$ cat src/rtl/ato_pkg.sv
// ****************************************
// shared constants and types
// ****************************************
package ato_pkg;

  localparam int unsigned ADDR_W = 8;
  localparam int unsigned DATA_W = 32;
  localparam int unsigned OPC_W = 10;
  localparam int unsigned NIB_W = 4;
  localparam int unsigned PORT_W = 3;
  localparam int unsigned PAIR_W = 8;
  localparam int unsigned ICNT_W = 16;

  // instruction codes of the four transfers
  localparam logic [OPC_W-1:0] OPC_LOAD_PORT_LATCH = 10'h029;
  localparam logic [OPC_W-1:0] OPC_LOAD_PAIR_REGISTER = 10'h01a;
  localparam logic [OPC_W-1:0] OPC_LOAD_OUT_STRUCT_FIRST = 10'h228;
  localparam logic [OPC_W-1:0] OPC_LOAD_OUT_STRUCT_SECOND = 10'h229;

  // register byte offsets
  localparam logic [ADDR_W-1:0] OFS_ACC = 8'h00;
  localparam logic [ADDR_W-1:0] OFS_REGB = 8'h04;
  localparam logic [ADDR_W-1:0] OFS_OPCODE = 8'h08;
  localparam logic [ADDR_W-1:0] OFS_PORT_LATCH = 8'h0c;
  localparam logic [ADDR_W-1:0] OFS_PAIR = 8'h10;
  localparam logic [ADDR_W-1:0] OFS_OUT_FIRST = 8'h14;
  localparam logic [ADDR_W-1:0] OFS_OUT_SECOND = 8'h18;
  localparam logic [ADDR_W-1:0] OFS_STATUS = 8'h1c;
  localparam logic [ADDR_W-1:0] OFS_ICOUNT = 8'h20;

  // status field positions
  localparam int unsigned ST_CARRY_BIT = 0;
  localparam int unsigned ST_SKIP_BIT = 1;
  localparam int unsigned ST_ILLEGAL_BIT = 2;

  // reset values
  localparam logic [NIB_W-1:0] RST_NIB = 4'h0;
  localparam logic [PORT_W-1:0] RST_PORT = 3'h0;
  localparam logic [PAIR_W-1:0] RST_PAIR = 8'h00;
  localparam logic [OPC_W-1:0] RST_OPC = 10'h000;
  localparam logic [ICNT_W-1:0] RST_ICNT = 16'h0000;

  // decoded instruction kinds
  typedef enum logic [2:0] {
    ATO_OP_NONE,
    ATO_OP_PORT,
    ATO_OP_PAIR,
    ATO_OP_FIRST,
    ATO_OP_SECOND,
    ATO_OP_ILLEGAL
  } ato_op_t;

endpackage

$ cat src/rtl/ato_dec_if.sv
`timescale 1ns/1ns
`default_nettype none
// ****************************************
// opcode to decoder and kind back
// ****************************************
interface ato_dec_if;
  logic [ato_pkg::OPC_W-1:0] opcode;
  ato_pkg::ato_op_t kind;
  modport ctrl (output opcode, input kind);
  modport dec (input opcode, output kind);
endinterface
`default_nettype wire

$ cat src/rtl/ato_decode.sv
`timescale 1ns/1ns
`default_nettype none
// ****************************************
// instruction decoder
// ****************************************
module ato_decode (
  ato_dec_if.dec dec
);

  // map the four transfer words onto their kinds, any other 10-bit word onto illegal
  always_comb begin
    case (dec.opcode)
      ato_pkg::OPC_LOAD_PORT_LATCH: dec.kind = ato_pkg::ATO_OP_PORT;
      ato_pkg::OPC_LOAD_PAIR_REGISTER: dec.kind = ato_pkg::ATO_OP_PAIR;
      ato_pkg::OPC_LOAD_OUT_STRUCT_FIRST: dec.kind = ato_pkg::ATO_OP_FIRST;
      ato_pkg::OPC_LOAD_OUT_STRUCT_SECOND: dec.kind = ato_pkg::ATO_OP_SECOND;
      default: dec.kind = ato_pkg::ATO_OP_ILLEGAL;
    endcase
  end

endmodule // ato_decode
`default_nettype wire

$ cat src/rtl/ato_top.sv
// The placing of the registers and the APB interface to the registers were left to the implementer.
`timescale 1ns/1ns
`default_nettype none
// Function
// RULE1 - the port-latch load copies accumulator bits 2..0 into the 3-bit latch, accumulator kept.
// RULE2 - the pair load writes B into bits 7..4 and the accumulator into bits 3..0 at once.
// RULE3 - the first output-structure load copies the 4-bit accumulator into the first register.
// RULE4 - the second output-structure load copies the accumulator into the second register.
// RULE5 - each transfer is one 10-bit word, one cycle, no carry change and no skip.
module ato_top (
  input wire logic CLK_IN,
  input wire logic RST_IN,
  input wire logic PSEL_IN,
  input wire logic PENABLE_IN,
  input wire logic PWRITE_IN,
  input wire logic [ato_pkg::ADDR_W-1:0] PADDR_IN,
  input wire logic [ato_pkg::DATA_W-1:0] PWDATA_IN,
  output logic [ato_pkg::DATA_W-1:0] PRDATA_OUT,
  output logic PREADY_OUT,
  output logic PSLVERR_OUT,
  output logic [ato_pkg::PORT_W-1:0] PORT_LATCH_OUT,
  output logic [ato_pkg::PAIR_W-1:0] PAIR_REG_OUT,
  output logic [ato_pkg::NIB_W-1:0] OUT_STRUCT_FIRST_OUT,
  output logic [ato_pkg::NIB_W-1:0] OUT_STRUCT_SECOND_OUT
);

  // ****************************************
  // state
  // ****************************************
  logic [ato_pkg::NIB_W-1:0] acc_r, acc_nxt;
  logic [ato_pkg::NIB_W-1:0] regb_r, regb_nxt;
  logic carry_r, carry_nxt;
  logic skip_r, skip_nxt;
  logic illegal_r, illegal_nxt;
  logic [ato_pkg::OPC_W-1:0] opcode_r, opcode_nxt;
  logic exec_r, exec_nxt;
  logic [ato_pkg::PORT_W-1:0] port_latch_r, port_latch_nxt;
  logic [ato_pkg::PAIR_W-1:0] pair_r, pair_nxt;
  logic [ato_pkg::NIB_W-1:0] out_first_r, out_first_nxt;
  logic [ato_pkg::NIB_W-1:0] out_second_r, out_second_nxt;
  logic [ato_pkg::ICNT_W-1:0] icount_r, icount_nxt;
  logic [ato_pkg::DATA_W-1:0] rdata_r, rdata_nxt;
  logic setup_rd;
  logic acc_wr;
  logic mapped;
  ato_pkg::ato_op_t kind;

  // ****************************************
  // decoder
  // ****************************************
  ato_dec_if dif ();

  assign dif.opcode = opcode_r;
  assign kind = dif.kind;

  ato_decode u_decode (
    .dec(dif)
  );

  // ****************************************
  // apb slave
  // ****************************************
  // zero wait states; only access phase writes
  assign PREADY_OUT = 1'b1;
  assign acc_wr = PSEL_IN & PENABLE_IN & PWRITE_IN;
  assign setup_rd = PSEL_IN & ~PENABLE_IN & ~PWRITE_IN;

  // address decode
  always_comb begin
    case (PADDR_IN)
      ato_pkg::OFS_ACC,
      ato_pkg::OFS_REGB,
      ato_pkg::OFS_OPCODE,
      ato_pkg::OFS_PORT_LATCH,
      ato_pkg::OFS_PAIR,
      ato_pkg::OFS_OUT_FIRST,
      ato_pkg::OFS_OUT_SECOND,
      ato_pkg::OFS_STATUS,
      ato_pkg::OFS_ICOUNT: mapped = 1'b1;
      default: mapped = 1'b0;
    endcase
  end

  assign PSLVERR_OUT = PSEL_IN & PENABLE_IN & ~mapped;

  // read data captured in the setup cycle
  always_comb begin
    rdata_nxt = rdata_r;
    if (setup_rd) begin
      rdata_nxt = '0;
      case (PADDR_IN)
        ato_pkg::OFS_ACC: rdata_nxt[ato_pkg::NIB_W-1:0] = acc_r;
        ato_pkg::OFS_REGB: rdata_nxt[ato_pkg::NIB_W-1:0] = regb_r;
        ato_pkg::OFS_OPCODE: rdata_nxt[ato_pkg::OPC_W-1:0] = opcode_r;
        ato_pkg::OFS_PORT_LATCH: rdata_nxt[ato_pkg::PORT_W-1:0] = port_latch_r;
        ato_pkg::OFS_PAIR: rdata_nxt[ato_pkg::PAIR_W-1:0] = pair_r;
        ato_pkg::OFS_OUT_FIRST: rdata_nxt[ato_pkg::NIB_W-1:0] = out_first_r;
        ato_pkg::OFS_OUT_SECOND: rdata_nxt[ato_pkg::NIB_W-1:0] = out_second_r;
        ato_pkg::OFS_STATUS: begin
          rdata_nxt[ato_pkg::ST_CARRY_BIT] = carry_r;
          rdata_nxt[ato_pkg::ST_SKIP_BIT] = skip_r;
          rdata_nxt[ato_pkg::ST_ILLEGAL_BIT] = illegal_r;
        end
        ato_pkg::OFS_ICOUNT: rdata_nxt[ato_pkg::ICNT_W-1:0] = icount_r;
        default: rdata_nxt = '0;
      endcase
    end
  end

  // ****************************************
  // software writes and execution
  // ****************************************
  // one opcode write starts one execution cycle
  always_comb begin
    acc_nxt = acc_r;
    regb_nxt = regb_r;
    carry_nxt = carry_r;
    skip_nxt = skip_r;
    illegal_nxt = illegal_r;
    opcode_nxt = opcode_r;
    exec_nxt = 1'b0;
    port_latch_nxt = port_latch_r;
    pair_nxt = pair_r;
    out_first_nxt = out_first_r;
    out_second_nxt = out_second_r;
    icount_nxt = icount_r;
    if (acc_wr) begin
      case (PADDR_IN)
        ato_pkg::OFS_ACC: acc_nxt = PWDATA_IN[ato_pkg::NIB_W-1:0];
        ato_pkg::OFS_REGB: regb_nxt = PWDATA_IN[ato_pkg::NIB_W-1:0];
        ato_pkg::OFS_OPCODE: begin
          opcode_nxt = PWDATA_IN[ato_pkg::OPC_W-1:0]; // RULE5
          exec_nxt = 1'b1;
        end
        ato_pkg::OFS_STATUS: begin
          carry_nxt = PWDATA_IN[ato_pkg::ST_CARRY_BIT];
          if (PWDATA_IN[ato_pkg::ST_ILLEGAL_BIT]) begin
            illegal_nxt = 1'b0; // write one to clear
          end
        end
        default: acc_nxt = acc_r;
      endcase
    end
    if (exec_r) begin
      skip_nxt = 1'b0; // RULE5
      icount_nxt = icount_r + 16'h0001;
      case (kind)
        ato_pkg::ATO_OP_PORT: port_latch_nxt = acc_r[ato_pkg::PORT_W-1:0]; // RULE1
        ato_pkg::ATO_OP_PAIR: pair_nxt = {regb_r, acc_r}; // RULE2
        ato_pkg::ATO_OP_FIRST: out_first_nxt = acc_r; // RULE3
        ato_pkg::ATO_OP_SECOND: out_second_nxt = acc_r; // RULE4
        ato_pkg::ATO_OP_ILLEGAL: illegal_nxt = 1'b1; // set wins over clear
        default: icount_nxt = icount_r;
      endcase
    end
  end

  // register all state
  always_ff @(posedge CLK_IN) begin
    if (RST_IN) begin
      acc_r <= ato_pkg::RST_NIB;
      regb_r <= ato_pkg::RST_NIB;
      carry_r <= 1'b0;
      skip_r <= 1'b0;
      illegal_r <= 1'b0;
      opcode_r <= ato_pkg::RST_OPC;
      exec_r <= 1'b0;
      port_latch_r <= ato_pkg::RST_PORT;
      pair_r <= ato_pkg::RST_PAIR;
      out_first_r <= ato_pkg::RST_NIB;
      out_second_r <= ato_pkg::RST_NIB;
      icount_r <= ato_pkg::RST_ICNT;
      rdata_r <= '0;
    end else begin
      acc_r <= acc_nxt;
      regb_r <= regb_nxt;
      carry_r <= carry_nxt;
      skip_r <= skip_nxt;
      illegal_r <= illegal_nxt;
      opcode_r <= opcode_nxt;
      exec_r <= exec_nxt;
      port_latch_r <= port_latch_nxt;
      pair_r <= pair_nxt;
      out_first_r <= out_first_nxt;
      out_second_r <= out_second_nxt;
      icount_r <= icount_nxt;
      rdata_r <= rdata_nxt;
    end
  end

  // ****************************************
  // outputs
  // ****************************************
  assign PRDATA_OUT = rdata_r;
  assign PORT_LATCH_OUT = port_latch_r;
  assign PAIR_REG_OUT = pair_r;
  assign OUT_STRUCT_FIRST_OUT = out_first_r;
  assign OUT_STRUCT_SECOND_OUT = out_second_r;
endmodule // ato_top
`default_nettype wire

$ cat config.mk
export PLATFORM = sky130hd
export DESIGN_NAME = ato_top
export DESIGN_NICKNAME = d
export VERILOG_FILES = /design/src/rtl/ato_pkg.sv /design/src/rtl/ato_dec_if.sv /design/src/rtl/ato_decode.sv /design/src/rtl/ato_top.sv
export SDC_FILE = /design/constraint.sdc
export NUM_CORES = 1
export LEC_CHECK = 0
export ABC_AREA = 1
export BUFFER_PORTS_ARGS = -buffer_cell sky130_fd_sc_hd__buf_4
export CAP_MARGIN = 20
export CORE_MARGIN = 5
export CORE_UTILIZATION = 25
export CTS_CLUSTER_SIZE = 12
export DETAILED_ROUTE_END_ITERATION = 7
export SYNTH_ARGS = -nofsm -noshare
export SYNTH_HDL_FRONTEND = slang
export SYNTH_SLANG_ARGS = --single-unit
$ cat constraint.sdc
create_clock -name CLK_IN -period 2.1 [get_ports CLK_IN]
set_input_delay 0.63 -clock CLK_IN [delete_from_list [all_inputs] [get_ports CLK_IN]]
set_output_delay 0.63 -clock CLK_IN [all_outputs]
set_load 0.01 [all_outputs]
==> impl_metrics.json <==
{
  "stdcell_count": 788,
  "synth-main-ff-cell": "dfxtp_1",
  "pre_cts_slack_ps": -284,
  "hpwl_um": 8010,
  "diodes": 0,
  "area_growth_pct": 31.0,
  "cts_buffers": 9,
  "cts_buffer_depth": 2,
  "top_layer_used": "met4",
  "cts_tree": "built",
  "fmax_mhz": 454,
  "antenna_found_initial": 0,
  "start_util": 0.255,
  "ir_drop_mv": 0.394,
  "ys_warn_count": 0,
  "async_reset_ff_frac": 0,
  "p_leak_nw": 2.02,
  "setup-violations-final": 1,
  "gp_congestion": 0.856,
  "worstSetupEndpointType": "primary output",
  "htreeDepth": 3,
  "crit_fanout": 3,
  "port_buffers": 58,
  "period_minus_slack_ps": 2200,
  "synth_top_area_cell": "dfxtp_1",
  "critPathLaunchType": "input port",
  "finalMaxSlewViolations": 0,
  "routed_wl_um": 10600,
  "first_pass_iters": 5,
  "power_density_nw_per_um2": 642,
  "die_area_um2": 17400,
  "grt_pass1_vias": 3327,
  "outcome": "complete, but fails checks",
  "holdBufCountCts": 0,
  "grt_max_degree": 43,
  "finalCritPeriodShare": 1.05,
  "route.met3.wl_um": 618,
  "path_cells": "buf_8 -> inv_2 -> nand2_4 -> nor2_4 -> buf_6 -> nand2_4 -> nand3_4 -> nor4_4 -> buf_4",
  "synth_cells": 526,
  "crit_top_cell": "nand2_4",
  "post_drt_wl_per_cell_um": 13.5,
  "syn_area_per_cell_um2": 7.06,
  "die_x_um": 132,
  "cpPeakStageDelay_ps": 240,
  "synth.area.top_cells": "dfxtp_1 39%, nand2_1 11%, a21oi_1 7.0%, nor2_1 6.6%, nand3_1 5.3%",
  "via_count": 3478,
  "violations": "setup timing",
  "grt_pass1_wl_um": 17300,
  "fp.dieH_um": 132,
  "grt-ovfl-total": 0,
  "yosys.area.top_type_share": 0.388,
  "vias_per_cell": 4.41,
  "drive_gt1_frac": 0.243,
  "boundaryPins": 98,
  "hold_viol": 0,
  "clock_latency_ps": 340,
  "arrival_ps": 1570,
  "crit_path_top_delay_cell": "nor4_4",
  "cts_num_sinks": 72,
  "hold_class": "flop to flop",
  "ant_nets": 0,
  "synth-edff-count": 0,
  "path_delay_family": "simple AND/OR/NAND/NOR gates",
  "drt-met1-wl_um": 5040,
  "core-area_um2": 14500,
  "route.met2.wl_um": 4700,
  "final_common_cell": "nand2_1",
  "dp_cells": 769,
  "crit_type": "input port to primary output",
  "fin_ws_ps": -103,
  "drt_iter0_drc": 268,
  "worstPathRequired_ps": 1470,
  "clock-skew-final_ps": 5.49,
  "final.setup.tns_ps": -103,
  "ys_ff_latch": 72,
  "n_fill_cell": 1561,
  "crit_buf_inv": 4,
  "ys_seq_area_frac": 0.388,
  "root_buffer": "clkbuf_16",
  "rsz0062_at_grt": "yes",
  "grt_util_all_layers": 0.124,
  "final_cell_mix": "102 x nand2_1, 72 x dfxtp_1, 71 x buf_4, 58 x nor2_1, 52 x a21oi_1",
  "ys_types": 38,
  "clk_pin_slew_ps": 50,
  "drc": 0,
  "netlist_area_um2": 3710,
  "fin_nets": 645,
  "row_count": 44,
  "max_cap_violations": 0
}
==> Yosys cell counts (2+ instances only) <==
master / number
nor3_1: 5
nand3_2: 2
nand2_1: 105
o211ai_1: 3
a21oi_1: 52
nand4_1: 14
o21ai_0: 36
inv_4: 2
buf_6: 2
nor2_1: 65
buf_2: 5
inv_1: 46
inv_2: 6
clkbuf_1: 8
nor2_8: 2
dfxtp_1: 72
nor2_4: 5
nor4_4: 2
o21ai_1: 5
nor2_2: 4
nor3_2: 2
o21a_1: 3
buf_4: 17
nand2_4: 2
o221ai_1: 2
nand2_2: 7
nand3_1: 39
conb_1: 2
xor2_1: 2
==> layer usage <==
| layer | track usage | vias up |
|---|---|---|
| met5 | 0 | - |
| met4 | 0.0583 | 0 |
| met3 | 0.0366 | 22 |
| met2 | 0.188 | 102 |
| met1 | 0.161 | 1515 |
| li1 | - | 1839 |
==> cell families after synthesis <==
group,count (synthesis),share of synthesized area
buffers and inverters,87,0.112
adders and majority gates,1,0.00337
AOI/OAI and AO/OA,103,0.147
DFF,72,0.388
and+or+nand+nor,259,0.343
other,2,0.00202
xor gates and xnor gates,2,0.00472
==> sequential cells by signal, summed over array words and instances, names as in the netlist <==
name                   count
dif.opcode                10
icount_r                  16
acc_r                      4
OUT_STRUCT_FIRST_OUT       4
OUT_STRUCT_SECOND_OUT      4
regb_r                     4
exec_r                     1
carry_r                    1
illegal_r                  1
PAIR_REG_OUT               8
PORT_LATCH_OUT             3
PRDATA_OUT                16
==> worst paths after layout <==
check        depth (start not counted)  slack [ps]            to          from
max reg2reg                          8         490  icount_r[14]   icount_r[0]
min                                  1         440  icount_r[15]  icount_r[15]
max                                  9        -100   PSLVERR_OUT   PADDR_IN[1]
min reg2reg                          1         440  icount_r[15]  icount_r[15]
==> timing repair <==
action                                  in CTS  in global routing
pin swaps                                    7                  2
gates resized for setup                     34                  8
endpoints found under the setup margin       1                  1
cloned                                       0                  0
setup buffers                                3                  0
==> where the power goes <==
group | internal (mW) | switching, mW
Sequential | 1.37 | 0.00381
Combinational | 0.0814 | 0.114
Clock | 0.981 | 0.566
Total | 2.44 | 0.684
==> metrics by stage <==
step           hold slack (ps)  area, um^2  total power, mW  utilization
4_1_cts                    444        4830             3.15        0.332
2_1_floorplan              419        3770             1.52            -
5_1_grt                    477        4860             3.23        0.334
3_5_place_dp               436        4380             1.58        0.301
6_report                   441        4860             3.12        0.334
3_3_place_gp               434        4380             1.58        0.301
==> layout make-up <==
cell class,count,area (um^2),area share
clock buffers,13,260,0.0536
clock inverters,3,40.0,0.00824
inverters,54,210,0.0433
multi-input cells,382,2010,0.413
flip-flops and latches,72,1440,0.297
well taps,184,230,0.0474
repair buffers,80,668,0.137
Power figures use the tool's default switching activity.
